===== src/rtl/cdr_port_cfg.svh =====
// register offsets, field positions, reset values and lock thresholds of the cdr register port
// assumes it is included by its bare name wherever the constants are needed
`ifndef CDR_PORT_CFG_SVH
`define CDR_PORT_CFG_SVH

// ****************************************
// sub-addresses
// ****************************************
`define CDR_SUB_FREQ_LOW 8'h00
`define CDR_SUB_FREQ_MID 8'h01
`define CDR_SUB_FREQ_HIGH 8'h02
`define CDR_SUB_STATUS 8'h04
`define CDR_SUB_RATE_REF 8'h08
`define CDR_SUB_LOCK_RST 8'h09
`define CDR_SUB_OUTPUT 8'h11

// ****************************************
// reset values and write masks
// ****************************************
`define CDR_CTRL_RESET 8'h00
`define CDR_LOCK_RST_WMASK 8'he8
`define CDR_OUTPUT_WMASK 8'h07

// ****************************************
// field positions
// ****************************************
`define CDR_RR_LOCK_REF 0
`define CDR_RR_MEASURE 1
`define CDR_RR_RATIO_LSB 2
`define CDR_RR_BAND_LSB 6
`define CDR_LR_PIN_SEL 7
`define CDR_LR_CLR_LATCH 6
`define CDR_LR_SYS_RST 5
`define CDR_LR_CLR_DONE 3
`define CDR_OC_LOS_POL 2
`define CDR_OC_SQ_MODE 1
`define CDR_OC_BOOST 0
`define CDR_ST_LOS 5
`define CDR_ST_LATCH 4
`define CDR_ST_LOL 3
`define CDR_ST_DONE 2

// ****************************************
// lock detector thresholds in ppm
// ****************************************
`define CDR_LOL_SET_PPM 16'h03e8
`define CDR_LOL_CLR_PPM 16'h00fa

`endif


===== src/rtl/cdr_port_pkg.sv =====
// types shared by the cdr register port and its write-pair detector
// assumes nothing beyond a systemverilog compiler
`default_nettype none
package cdr_port_pkg;

  typedef enum logic [3:0] {
    BUS_IDLE,
    BUS_ADDR,
    BUS_ADDR_ACK,
    BUS_SUB,
    BUS_SUB_ACK,
    BUS_WDATA,
    BUS_WDATA_ACK,
    BUS_RDATA,
    BUS_RACK
  } bus_state_e;

  // controls handed to the analog side, all registered
  typedef struct packed {
    logic [1:0] reference_band_select;
    logic [3:0] ratio;
    logic lock_to_ref;
    logic measure_start;
    logic signal_lost_pin;
    logic lock_lost_pin;
    logic clk_out_en;
    logic data_out_en;
    logic boost;
  } cdr_ctrl_s;

  typedef struct packed {
    bus_state_e st;
    logic scl_q;
    logic sda_q;
    logic [3:0] bitcnt;
    logic [7:0] shreg;
    logic [7:0] sub;
    logic rw;
    logic mack;
    logic sda_oe;
    logic [7:0] rate_ref_control;
    logic [7:0] lock_reset_control;
    logic [7:0] output_control;
    logic lock_lost;
    logic latched_lock_lost;
    logic busy;
    logic done;
    logic [22:0] freq;
    cdr_ctrl_s pins;
  } port_state_s;

  typedef struct packed {
    logic armed;
    logic fire;
  } pair_state_s;

endpackage : cdr_port_pkg
`default_nettype wire


===== src/rtl/write_pair_detect.sv =====
// detects a write of 1 followed by a write of 0 to one control bit
// assumes WR is a one-cycle strobe qualified by CE
`timescale 1ns/1ps
`default_nettype none
module write_pair_detect (
  input wire logic REF_CLK,
  input wire logic RST_N,
  input wire logic CE,
  input wire logic WR,
  input wire logic BIT,
  output logic FIRE
);
  import cdr_port_pkg::*;

  pair_state_s s_reg;
  pair_state_s s_next;

  // ****************************************
  // sequence
  // ****************************************
  always_comb begin
    s_next = s_reg;
    s_next.fire = 1'b0;
    if (WR) begin
      if (BIT) begin
        s_next.armed = 1'b1;
      end else begin
        // a lone 0 write does nothing; the 1 must come first
        s_next.fire = s_reg.armed;
        s_next.armed = 1'b0;
      end
    end
  end

  always_ff @(posedge REF_CLK) begin
    if (!RST_N) begin
      s_reg <= '0;
    end else if (CE) begin
      s_reg <= s_next;
    end
  end

  assign FIRE = s_reg.fire;

  chk_pair_fires: assert property (@(posedge REF_CLK) disable iff (!RST_N)
    CE && WR && !BIT && s_reg.armed |=> FIRE)
    else $error("write pair did not fire");

endmodule : write_pair_detect
`default_nettype wire


===== src/rtl/cdr_register_port.sv =====
// two-wire slave port and control/status registers of the clock and data recovery receiver
// assumes scl and sda are already synchronous to REF_CLK and sda is open drain outside
`timescale 1ns/1ps
`default_nettype none
`include "cdr_port_cfg.svh"

// Behaviour
// - write: start, address with bit 0, sub-address, data bytes, each acked, stop
// - read: address and sub-address, repeated start with bit 1, slave sends bytes
// - every writable control register is 0x00 after reset until written
// - status bit 5 reads 1 while signal is lost
// - status bit 4 is a sticky lock-lost flag held until cleared
// - status bit 3 reads 0 when locked, 1 while acquiring
// - status bit 2 is 0 while measuring, 1 when complete, held until cleared
// - writing 1 to control bit 1 starts a data-rate measurement
// - control bit 0 selects lock to data (0) or to reference (1)
// - bits 7:6 pick the reference band, bits 5:2 the reference ratio
// - lock pin follows live loss of lock or the sticky flag per bit 7
// - writing 1 then 0 to bit 6 clears status bit 4
// - writing 1 then 0 to bit 3 clears status bit 2
// - writing 1 then 0 to bit 5 resets the device; unused bits are 0
// - third register bit 2 sets signal-lost pin polarity, upper bits ignored
// - squelch mode 0 silences data and clock, mode 1 silences data only
// - third register bit 0 selects default or boosted output swing
// - loss of lock set beyond 1000 ppm, cleared within 250 ppm
// - squelch input is active high and gates the outputs
module cdr_register_port #(
  parameter logic [6:0] SLAVE_ADDR = 7'h40
) (
  input wire logic REF_CLK,
  input wire logic RST_N,
  input wire logic CE,
  input wire logic SCK_IN,
  input wire logic SDA_IN,
  output logic SDA_OUT,
  output logic SDA_OE,
  input wire logic SADDR5_IN,
  input wire logic SIGNAL_LOST_IN,
  input wire logic [15:0] FREQ_DIFF_PPM,
  input wire logic MEAS_DONE_IN,
  input wire logic [22:0] MEAS_RESULT_IN,
  input wire logic SQUELCH_IN,
  output cdr_port_pkg::cdr_ctrl_s CDR_CTRL
);
  import cdr_port_pkg::*;

  port_state_s s_reg;
  port_state_s s_next;
  logic scl_rise;
  logic scl_fall;
  logic start_seen;
  logic stop_seen;
  logic wr_en;
  logic [7:0] rd_first;
  logic [7:0] rd_next;
  logic wr_lock_rst;
  logic clr_latch_fire;
  logic clr_done_fire;
  logic sys_rst_fire;
  logic [6:0] my_addr;

  assign my_addr = {SLAVE_ADDR[6], SADDR5_IN, SLAVE_ADDR[4:0]};

  // ****************************************
  // read mux
  // ****************************************
  function automatic logic [7:0] rd_byte(input logic [7:0] sub, input port_state_s st,
                                         input logic signal_lost);
    logic [7:0] v;
    v = 8'h00;
    case (sub)
      `CDR_SUB_FREQ_LOW: v = st.freq[7:0];
      `CDR_SUB_FREQ_MID: v = st.freq[15:8];
      `CDR_SUB_FREQ_HIGH: v = {1'b0, st.freq[22:16]};
      `CDR_SUB_STATUS: begin
        v[`CDR_ST_LOS] = signal_lost;
        v[`CDR_ST_LATCH] = st.latched_lock_lost;
        v[`CDR_ST_LOL] = st.lock_lost;
        v[`CDR_ST_DONE] = st.done;
      end
      default: v = 8'h00;
    endcase
    return v;
  endfunction : rd_byte

  assign rd_first = rd_byte(s_reg.sub, s_reg, SIGNAL_LOST_IN);
  assign rd_next = rd_byte(s_reg.sub + 8'h01, s_reg, SIGNAL_LOST_IN);
  assign wr_lock_rst = wr_en && (s_reg.sub == `CDR_SUB_LOCK_RST);

  // ****************************************
  // clear and reset sequences
  // ****************************************
  write_pair_detect u_clr_latch (
    .REF_CLK(REF_CLK),
    .RST_N(RST_N),
    .CE(CE),
    .WR(wr_lock_rst),
    .BIT(s_reg.shreg[`CDR_LR_CLR_LATCH]),
    .FIRE(clr_latch_fire)
  );

  write_pair_detect u_clr_done (
    .REF_CLK(REF_CLK),
    .RST_N(RST_N),
    .CE(CE),
    .WR(wr_lock_rst),
    .BIT(s_reg.shreg[`CDR_LR_CLR_DONE]),
    .FIRE(clr_done_fire)
  );

  write_pair_detect u_sys_rst (
    .REF_CLK(REF_CLK),
    .RST_N(RST_N),
    .CE(CE),
    .WR(wr_lock_rst),
    .BIT(s_reg.shreg[`CDR_LR_SYS_RST]),
    .FIRE(sys_rst_fire)
  );

  // ****************************************
  // next state
  // ****************************************
  always_comb begin
    s_next = s_reg;
    s_next.scl_q = SCK_IN;
    s_next.sda_q = SDA_IN;
    scl_rise = SCK_IN && !s_reg.scl_q;
    scl_fall = !SCK_IN && s_reg.scl_q;
    start_seen = SCK_IN && s_reg.scl_q && s_reg.sda_q && !SDA_IN;
    stop_seen = SCK_IN && s_reg.scl_q && !s_reg.sda_q && SDA_IN;
    wr_en = 1'b0;
    s_next.pins.measure_start = 1'b0;

    case (s_reg.st)
      BUS_IDLE: begin
        s_next.sda_oe = 1'b0;
      end
      BUS_ADDR, BUS_SUB, BUS_WDATA: begin
        if (scl_rise) begin
          s_next.shreg = {s_reg.shreg[6:0], SDA_IN};
          s_next.bitcnt = s_reg.bitcnt + 4'h1;
        end else if (scl_fall && s_reg.bitcnt == 4'h8) begin
          // sub-address and data bytes are acked, whatever the sub-address; the address byte only on a match
          s_next.bitcnt = 4'h0;
          s_next.sda_oe = 1'b1;
          if (s_reg.st == BUS_ADDR) begin
            if (s_reg.shreg[7:1] == my_addr) begin
              s_next.rw = s_reg.shreg[0];
              s_next.st = BUS_ADDR_ACK;
            end else begin
              s_next.sda_oe = 1'b0;
              s_next.st = BUS_IDLE;
            end
          end else if (s_reg.st == BUS_SUB) begin
            s_next.sub = s_reg.shreg;
            s_next.st = BUS_SUB_ACK;
          end else begin
            wr_en = 1'b1;
            s_next.sub = s_reg.sub + 8'h01;
            s_next.st = BUS_WDATA_ACK;
          end
        end
      end
      BUS_ADDR_ACK, BUS_SUB_ACK, BUS_WDATA_ACK: begin
        if (scl_fall) begin
          s_next.sda_oe = 1'b0;
          if (s_reg.st == BUS_ADDR_ACK && s_reg.rw) begin
            s_next.shreg = rd_first;
            s_next.sda_oe = !rd_first[7];
            s_next.st = BUS_RDATA;
          end else if (s_reg.st == BUS_ADDR_ACK) begin
            s_next.st = BUS_SUB;
          end else begin
            s_next.st = BUS_WDATA;
          end
        end
      end
      BUS_RDATA: begin
        if (scl_rise) begin
          s_next.bitcnt = s_reg.bitcnt + 4'h1;
        end else if (scl_fall) begin
          if (s_reg.bitcnt == 4'h8) begin
            s_next.sda_oe = 1'b0;
            s_next.bitcnt = 4'h0;
            s_next.st = BUS_RACK;
          end else begin
            s_next.shreg = {s_reg.shreg[6:0], 1'b0};
            s_next.sda_oe = !s_reg.shreg[6];
          end
        end
      end
      BUS_RACK: begin
        if (scl_rise) begin
          s_next.mack = !SDA_IN;
        end else if (scl_fall) begin
          s_next.sub = s_reg.sub + 8'h01;
          if (s_reg.mack) begin
            s_next.shreg = rd_next;
            s_next.sda_oe = !rd_next[7];
            s_next.st = BUS_RDATA;
          end else begin
            // master said no more; wait for its stop or start
            s_next.st = BUS_IDLE;
          end
        end
      end
      default: begin
        s_next.st = BUS_IDLE;
      end
    endcase

    if (start_seen) begin
      s_next.st = BUS_ADDR;
      s_next.bitcnt = 4'h0;
      s_next.sda_oe = 1'b0;
    end else if (stop_seen) begin
      s_next.st = BUS_IDLE;
      s_next.sda_oe = 1'b0;
    end

    // register writes; reserved bits and unknown sub-addresses are dropped
    if (wr_en) begin
      case (s_reg.sub)
        `CDR_SUB_RATE_REF: begin
          s_next.rate_ref_control = s_reg.shreg;
          if (s_reg.shreg[`CDR_RR_MEASURE]) begin
            s_next.busy = 1'b1;
            s_next.done = 1'b0;
            s_next.pins.measure_start = 1'b1;
          end
        end
        `CDR_SUB_LOCK_RST: s_next.lock_reset_control = s_reg.shreg & `CDR_LOCK_RST_WMASK;
        `CDR_SUB_OUTPUT: s_next.output_control = s_reg.shreg & `CDR_OUTPUT_WMASK;
        default: s_next.busy = s_next.busy;
      endcase
    end

    // measurement; the clear is applied first so a completion in the same cycle wins
    if (clr_done_fire) begin
      s_next.done = 1'b0;
    end
    if (s_reg.busy && MEAS_DONE_IN) begin
      s_next.freq = MEAS_RESULT_IN;
      s_next.busy = 1'b0;
      s_next.done = 1'b1;
    end

    // lock detector with hysteresis between the two thresholds
    if (FREQ_DIFF_PPM > `CDR_LOL_SET_PPM) begin
      s_next.lock_lost = 1'b1;
    end else if (FREQ_DIFF_PPM <= `CDR_LOL_CLR_PPM) begin
      s_next.lock_lost = 1'b0;
    end
    if (clr_latch_fire) begin
      s_next.latched_lock_lost = 1'b0;
    end
    if (s_next.lock_lost) begin
      s_next.latched_lock_lost = 1'b1;
    end

    // soft reset leaves the bus engine alone so the ack of the write completes
    if (sys_rst_fire) begin
      s_next.rate_ref_control = `CDR_CTRL_RESET;
      s_next.lock_reset_control = `CDR_CTRL_RESET;
      s_next.output_control = `CDR_CTRL_RESET;
      s_next.lock_lost = 1'b0;
      s_next.latched_lock_lost = 1'b0;
      s_next.busy = 1'b0;
      s_next.done = 1'b0;
      s_next.freq = '0;
    end

    // ****************************************
    // pins, from the new register values
    // ****************************************
    s_next.pins.reference_band_select = s_next.rate_ref_control[`CDR_RR_BAND_LSB +: 2];
    s_next.pins.ratio = s_next.rate_ref_control[`CDR_RR_RATIO_LSB +: 4];
    s_next.pins.lock_to_ref = s_next.rate_ref_control[`CDR_RR_LOCK_REF];
    s_next.pins.signal_lost_pin = SIGNAL_LOST_IN ^ s_next.output_control[`CDR_OC_LOS_POL];
    s_next.pins.lock_lost_pin = s_next.lock_reset_control[`CDR_LR_PIN_SEL] ?
                                s_next.latched_lock_lost : s_next.lock_lost;
    s_next.pins.data_out_en = !SQUELCH_IN;
    s_next.pins.clk_out_en = !(SQUELCH_IN && !s_next.output_control[`CDR_OC_SQ_MODE]);
    s_next.pins.boost = s_next.output_control[`CDR_OC_BOOST];
  end

  always_ff @(posedge REF_CLK) begin
    if (!RST_N) begin
      s_reg <= '0;
      s_reg.st <= BUS_IDLE;
      s_reg.scl_q <= 1'b1;
      s_reg.sda_q <= 1'b1;
      s_reg.pins.clk_out_en <= 1'b1;
      s_reg.pins.data_out_en <= 1'b1;
    end else if (CE) begin
      s_reg <= s_next;
    end
  end

  assign SDA_OUT = 1'b0;
  assign SDA_OE = s_reg.sda_oe;
  assign CDR_CTRL = s_reg.pins;

  // ****************************************
  // checks
  // ****************************************
  chk_ctrl_reset_zero: assert property (@(posedge REF_CLK)
    $rose(RST_N) |-> s_reg.rate_ref_control == 8'h00 && s_reg.lock_reset_control == 8'h00 &&
    s_reg.output_control == 8'h00)
    else $error("control register not zero after reset");

  chk_sub_ack_driven: assert property (@(posedge REF_CLK) disable iff (!RST_N)
    s_reg.st == BUS_SUB_ACK |-> SDA_OE)
    else $error("sub-address byte not acked");

  chk_latch_holds: assert property (@(posedge REF_CLK) disable iff (!RST_N)
    s_reg.latched_lock_lost && !clr_latch_fire && !sys_rst_fire |=> s_reg.latched_lock_lost)
    else $error("sticky lock-lost flag dropped");

  chk_lol_set_limit: assert property (@(posedge REF_CLK) disable iff (!RST_N)
    CE && FREQ_DIFF_PPM > 16'h03e8 && !sys_rst_fire |=> s_reg.lock_lost && s_reg.latched_lock_lost)
    else $error("loss of lock not raised above limit");

  chk_lol_clr_limit: assert property (@(posedge REF_CLK) disable iff (!RST_N)
    CE && FREQ_DIFF_PPM <= 16'h00fa |=> !s_reg.lock_lost)
    else $error("loss of lock not cleared within limit");

  chk_meas_complete: assert property (@(posedge REF_CLK) disable iff (!RST_N)
    CE && s_reg.busy && MEAS_DONE_IN && !sys_rst_fire |=>
    s_reg.done && !s_reg.busy && s_reg.freq == $past(MEAS_RESULT_IN))
    else $error("measurement completion not recorded");

  chk_meas_start: assert property (@(posedge REF_CLK) disable iff (!RST_N)
    CE && wr_en && s_reg.sub == `CDR_SUB_RATE_REF && s_reg.shreg[`CDR_RR_MEASURE] && !sys_rst_fire
    |=> CDR_CTRL.measure_start && s_reg.busy && !s_reg.done ##1 !CDR_CTRL.measure_start || !CE)
    else $error("measurement start not issued");

  chk_squelch_both: assert property (@(posedge REF_CLK) disable iff (!RST_N)
    CE && SQUELCH_IN && !s_next.output_control[`CDR_OC_SQ_MODE] |=>
    !CDR_CTRL.clk_out_en && !CDR_CTRL.data_out_en)
    else $error("squelch left an output running");

  chk_lock_pin_src: assert property (@(posedge REF_CLK) disable iff (!RST_N)
    CE |=> CDR_CTRL.lock_lost_pin == (s_reg.lock_reset_control[7] ?
    s_reg.latched_lock_lost : s_reg.lock_lost))
    else $error("lock pin shows wrong source");

  chk_los_pin_pol: assert property (@(posedge REF_CLK) disable iff (!RST_N)
    CE |=> CDR_CTRL.signal_lost_pin == (s_reg.output_control[2] ^ $past(SIGNAL_LOST_IN)))
    else $error("signal-lost pin polarity wrong");

endmodule : cdr_register_port
`default_nettype wire


===== config.mk =====
export PLATFORM = sky130hd
export DESIGN_NAME = cdr_register_port
export DESIGN_NICKNAME = d
export VERILOG_FILES = /design/src/rtl/cdr_port_pkg.sv /design/src/rtl/write_pair_detect.sv /design/src/rtl/cdr_register_port.sv
export VERILOG_INCLUDE_DIRS = /design/src /design/src/rtl
export SDC_FILE = /design/constraint.sdc
export NUM_CORES = 1
export LEC_CHECK = 0
export ABC_AREA = 1
export BUFFER_PORTS_ARGS = -buffer_cell sky130_fd_sc_hd__buf_2
export CORE_MARGIN = 2
export CORE_UTILIZATION = 59
export CTS_BUF_LIST = sky130_fd_sc_hd__clkbuf_4 sky130_fd_sc_hd__clkbuf_8
export DETAILED_ROUTE_END_ITERATION = 10
export PLACE_DENSITY = 0.86
export REMOVE_ABC_BUFFERS = 1
export SLEW_MARGIN = 40
export SYNTH_ARGS = -nofsm -noshare
export SYNTH_HDL_FRONTEND = slang
export SYNTH_SLANG_ARGS = --single-unit
export TNS_END_PERCENT = 1

===== constraint.sdc =====
create_clock -name REF_CLK -period 2.5 [get_ports REF_CLK]
set_clock_uncertainty 0.15 [all_clocks]
set_input_delay 0.125 -clock REF_CLK [delete_from_list [all_inputs] [get_ports REF_CLK]]
set_output_delay 0.125 -clock REF_CLK [all_outputs]
set_load 0.03 [all_outputs]

Word level (Yosys, flattened, before mapping)
Cells that the tools add are included.
- bits in registers: 86
- bits of input ports: 48
- output and inout bits: 15
- word-level logic and storage cells: 225
- $add $sub $neg: 2
- $lt $le $gt $ge: 2
- equality and inequality tests: 44
- mux-type cells: 94
- bitwise operators: 2
- reductions and logical operators: 49
- operator list (cell ; number):
    2-to-1 mux 8 bit ; 11
    2-to-1 mux 4 bit ; 17
    2-to-1 mux 51 bit ; 1
    != test 4 bit, second input constant ; 12
    2-to-1 mux 1 bit ; 41
    2-to-1 mux 16 bit ; 2
    one-hot mux 4 bit (4 select lines) ; 2
    one-hot mux 8 bit (4 select lines) ; 1
    2-to-1 mux 25 bit ; 1
    2-to-1 mux 24 bit ; 1
    != test 2 bit, second input constant ; 12
    one-hot mux 2 bit (3 select lines) ; 4
    one-hot mux 4 bit (5 select lines) ; 1
    AND reduction 10 bit ; 2
    2-to-1 mux 9 bit ; 2
    equality test 4 x 3 -> 1 bit, second input constant ; 4
    equality test 8 x 1 -> 1 bit, second input constant ; 2
    equality test 8 x 2 -> 1 bit, second input constant ; 2
    equality test 8 x 3 -> 1 bit, second input constant ; 2
    equality test 8 x 4 -> 1 bit, second input constant ; 2
    > comparator 16 x 10 -> 1 bit, second input constant ; 1
    <= comparator 16 x 8 -> 1 bit, second input constant ; 1
    zero test 8 bit ; 2
    one-hot mux 8 bit (2 select lines) ; 1
    30 further kinds ; 66

Logic depth before layout (Yosys ltp)
- depth after elaboration: 13
- gate-level depth with buffers: 17

By module
Synthesis repeated with hierarchy kept, for this count alone.
- cell total of the unflattened synthesis: 741
- area, all modules: 4780.8 µm²
- modules (own cells, without submodules) (module ; instances ; cells an instance ; area each (µm²) ; sequential area each (µm²)):
    cdr_register_port ; 1 ; 699 ; 4499.3 ; 1441.4
    write_pair_detect ; 3 ; 14 ; 93.8 ; 40.0

Worst setup path after synthesis
OpenSTA, ideal clock, no wires.
- path kind: reg-to-reg
- start point: register s_reg[88] (netlist bit)
- end point: register s_reg (netlist bit CDR_CTRL[4])
- arrival: 1.755 ns
- data required time: 2.241 ns
- setup slack: 0.486 ns
- cell stages (with the launch flop): 16
- path buffers: 1
- period minus slack after synthesis: 2.014 ns
- cells stage by stage: dfxtp_1 > inv_1 > ha_1 > inv_1 > nand2_1 > nor2_2 > buf_4 > nand2_1 > nor2_1 > inv_2 > nor2_2 > nand2_1 > nand4_1 > nand3_1 > nand2_1 > inv_1
- cells in the longest elaborated chain, start to end: 8
- elaborated cells on any way between the ends: 10
- those cells by class: mux: 5; bitwise: 1; reduce/logical: 4
- RTL lines (what ; RTL line ; text):
    start, declared ; cdr_register_port.sv:47 ; port_state_s s_reg;
    start signal, assigned ; cdr_register_port.sv:296 ; s_reg <= s_next;
    logical AND 1 bit ; cdr_register_port.sv:128 ; scl_fall = !SCK_IN && s_reg.scl_q;
    logical AND 1 bit ; cdr_register_port.sv:142 ; end else if (scl_fall && s_reg.bitcnt == 4'h8) begin
    2-to-1 mux 1 bit ; cdr_register_port.sv:142 ;
    2-to-1 mux 1 bit * ; cdr_register_port.sv:139 ; if (scl_rise) begin
    2-to-1 mux 1 bit * ; cdr_register_port.sv:134 ; case (s_reg.st)
    2-to-1 mux 24 bit * ; cdr_register_port.sv:222 ; if (wr_en) begin
    2-to-1 mux 51 bit * ; cdr_register_port.sv:262 ; if (sys_rst_fire) begin
    XOR 1 bit * ; cdr_register_port.sv:279 ; s_next.pins.signal_lost_pin = SIGNAL_LOST_IN ^ s_next.output_control[`CDR_OC_LOS_POL];
Mark *: on every way between the ends. The rest lies on a longest branch, timed or not. The select of a mux whose other input is x is not followed.
A chain may end at the register's enable or synchronous reset.

Worst setup path after layout
- start point: input SCK_IN
- end point: register u_clr_latch.s_reg (netlist bit u_clr_latch.FIRE)
- cells in the longest elaborated chain, start to end: 8
- elaborated cells on any way between the ends: 9
- those cells by class: mux: 4; reduce/logical: 5
- RTL lines (what ; RTL line ; text):
    start, declared ; cdr_register_port.sv:33 ; input wire logic SCK_IN,
    zero test 1 bit ; cdr_register_port.sv:128 ;
    logical AND 1 bit ; cdr_register_port.sv:128 ;
    logical AND 1 bit ; cdr_register_port.sv:142 ;
    2-to-1 mux 1 bit ; cdr_register_port.sv:142 ;
    2-to-1 mux 1 bit * ; cdr_register_port.sv:139 ;
    2-to-1 mux 1 bit * ; cdr_register_port.sv:134 ;
    logical AND 1 bit * ; cdr_register_port.sv:88 ; assign wr_lock_rst = wr_en && (s_reg.sub == `CDR_SUB_LOCK_RST);
    2-to-1 mux 1 bit * ; write_pair_detect.sv:24 ; if (WR) begin
    end signal, assigned ; write_pair_detect.sv:39 ; s_reg <= s_next;
    end, declared ; write_pair_detect.sv:15 ; pair_state_s s_reg;
Mark *: on every way between the ends. The rest lies on a longest branch, timed or not.

==> metrics.csv <==
metric;value;unit
H-Tree Depth;3;
switching power share of the total;44.4;%
syn_area_per_cell;6.30;um2
Total Wirelength;14800;um
Peak VDD IR;0.492;mV
switching power;2.17;mW
die footprint;9000;um2
power per cell area;851;nW/um2
RSZ-0062 raised after global routing;yes;
Num CTS Buffers;9;
initial core utilization;60.2;%
Post-DP HPWL;9860;um
CTS tree;yes;
Final Cell Area;5750;um2
outcome;finished, final reports clean;
DRT Pass-1 Iters;6;
met1 WL;5730;um
Post-Syn Instances;773;
Die Wd;94.9;um
Max Cap Viol;0;
Total Routing Usage GR;33.1;%
Internal;2.72;mW
Period minus WS final;2.37;ns
Max stage delay on crit path;0.53;ns
largest net degree at the start of global routing;55;
sequential power share;33.5;%
Routed Antenna Nets;0;
Routability Congestion;0.977;
die height;94.9;um
fraction of registers with async set/reset;0;%
fin crit share;94.6;%
post-synthesis sequential area ratio;32.0;%
initial antenna violation count;0;
clk slew on worst S/H paths;0.08;ns
setup violators final;0;
WP data required;2.65;ns
total grt overflow;0;
net count reported at finish;910;
Worst Setup Start Kind;input port;
final worst slack;0.134;ns
dpl cell area;5190;um2
Gate power share;44.1;%
cell accounting for the most synthesized area;dfxtp_1;
Post-synth top cells;nand2_1, dfxtp_1, nor2_1;
CTS root buf;clkbuf_8;
Critical Path Fanout Max;5;
final hold viol count;0;
core area;8090;um2
n_diodes;0;
synthesized area;4870;um2
max frequency;0.423;GHz
Slew Viols, Final;0;
clock sinks;78;
drt drc;0;
Wirelength per Cell;15.4;um
Largest register FFs;66;
Max clock buf depth;2;
Buffers on Ports;61;
total power;4.89;mW
crit path kind;input port to flip-flop;
CP Cell Sequence;dlygate4sd3_1 -> buf_2 -> ha_1 -> inv_1 -> nand2_1 -> nor2_4 -> nand2_1 -> nor2_2 -> inv_2 -> nor2_1 -> nand4_1 -> nor2_1 -> nand2_1 -> a21oi_1;
Max-slew headroom;55.1;%
row count;33;
Leak;2.46;nW
via/cell ratio;5.90;
WL met2;7190;um
cell mode on critical path;nand2_1;
EDFF count, synth;0;
io pins;63;
Iteration-0 DRC Markers;599;
pre-CTS WS;0.172;ns
synth warn;0;
worst hold-check path type;input port to flip-flop;
first-pass GRT wire length;23500;um
top-count cell post-synth;nand2_1;
predominant post-synthesis flop cell;dfxtp_1;
Synth area leaders;dfxtp_1, nand2_1, a21oi_1, nand3_1, nor2_1;
Clock power frac;22.4;%
library cells used by synthesis;44;
fraction of layout instances using a drive strength above 1;14.9;%
area share of the largest cell type after synthesis;32.0;%
Vias;5680;
Top Metal Used;met4;
Worst Max-Slew Pin Slew;0.673;ns
crit path DAT;2.51;ns
Critical Path Sink Type;flip-flop;
register bit count reported by yosys;78;
met3 wire length;1330;um
area added between synthesis and finish;17.9;%
vias in the first global route;5193;
slowest cell on the critical path;dlygate4sd3_1;
Clk Latency, worst-skew pair;0.37;ns
==> cells by family after synthesis <==
logic type	after synthesis	synth area share, %
AO/OA/AOI/OAI	145	16.8
other	1	0.0769
flip-flops	78	32.0
buffers and inverters	121	11.2
adder cells (fa/ha/maj)	10	2.57
AND/OR/NAND/NOR	417	37.1
XOR/XNOR	1	0.180
==> per-layer routing <==
layer	up-vias	GRT usage (%)
met5	-	0
met4	0	14.7
met3	63	6.15
met2	332	57.8
met1	2599	39.3
li1	2686	-
==> worst paths after layout <==
check	startpoint	endpoint	slack [ns]	depth (start not counted)
worst max-delay path	SCK_IN	u_clr_latch.FIRE	0.13	14
worst min-delay path	RST_N	s_reg[74]	0.09	3
worst max register to register	s_reg[88]	u_clr_latch.FIRE	0.15	13
worst min register to register	s_reg[61]	s_reg[61]	0.31	2
==> power by group through the flow <==
stage | clock [mW] | sequential (mW) | combinational (mW)
after floorplan | 0 | 1.58 | 1.35
after CTS | 1.10 | 1.62 | 1.98
after global placement | 0 | 1.65 | 1.87
after global routing | 1.15 | 1.65 | 2.34
after detailed placement | 0 | 1.65 | 1.93
final | 1.09 | 1.64 | 2.16
==> worst max-delay path: cells and delay by family <==
family | cells | cell delay [ns]
buf+inv | 4 | 0.92
compound gates | 1 | 0.13
simple gates | 8 | 1.09
fa+ha+maj | 1 | 0.24
==> placed cells by master, fill, tap and decap left out, types with 3 or more instances in the layout <==
master         synthesis  final
dlygate4sd3_1          0     27
a31oi_1                8      8
nor3_1                10     10
a21oi_1               68     68
o211ai_1               3      3
clkbuf_8               0     10
buf_4                 17     21
a211oi_1               5      5
nand2_2                3      3
ha_1                  10     10
nor4_1                 7      7
o21ai_1                7      7
inv_2                  8      7
nand4_1               18     18
nor2_2                 5      5
nand3_1               63     63
nor2_1                75     74
inv_1                 70     70
o21ai_0               41     41
nand2_1              226    226
buf_2                  4     61
dfxtp_1               78     78
==> what timing repair did <==
| action | in CTS | in global routing |
|---|---|---|
| gates resized for setup | 0 | 3 |
| hold buffers | 27 | 0 |
| setup buffers | 0 | 5 |
| setup endpoints to repair | 0 | 20 |
| hold endpoints to repair | 28 | 0 |
==> cell type report <==
| type | count | area (um2) |
|---|---|---|
| Timing Repair Buffer | 110 | 753 |
| Inverter | 79 | 299 |
| Clock inverter | 5 | 81.3 |
| Multi-Input combinational cell | 574 | 2780 |
| Clock buffer | 11 | 145 |
| Tap cell | 105 | 131 |
| Sequential cell | 78 | 1560 |
| Fill cell | 637 | 2350 |
==> per-stage QoR <==
stage,hold slack [ns],util [%],TNS [ns],std cells
finish,0.0917,71.0,0,962
CTS,0.0841,70.3,0,957
global route,0.0935,71.0,-0.385,962
global placement,0.232,64.1,0,914
floorplan,0.0685,-,0,731
detailed placement,0.249,64.1,0,914
(Power assumes the default switching activity.)
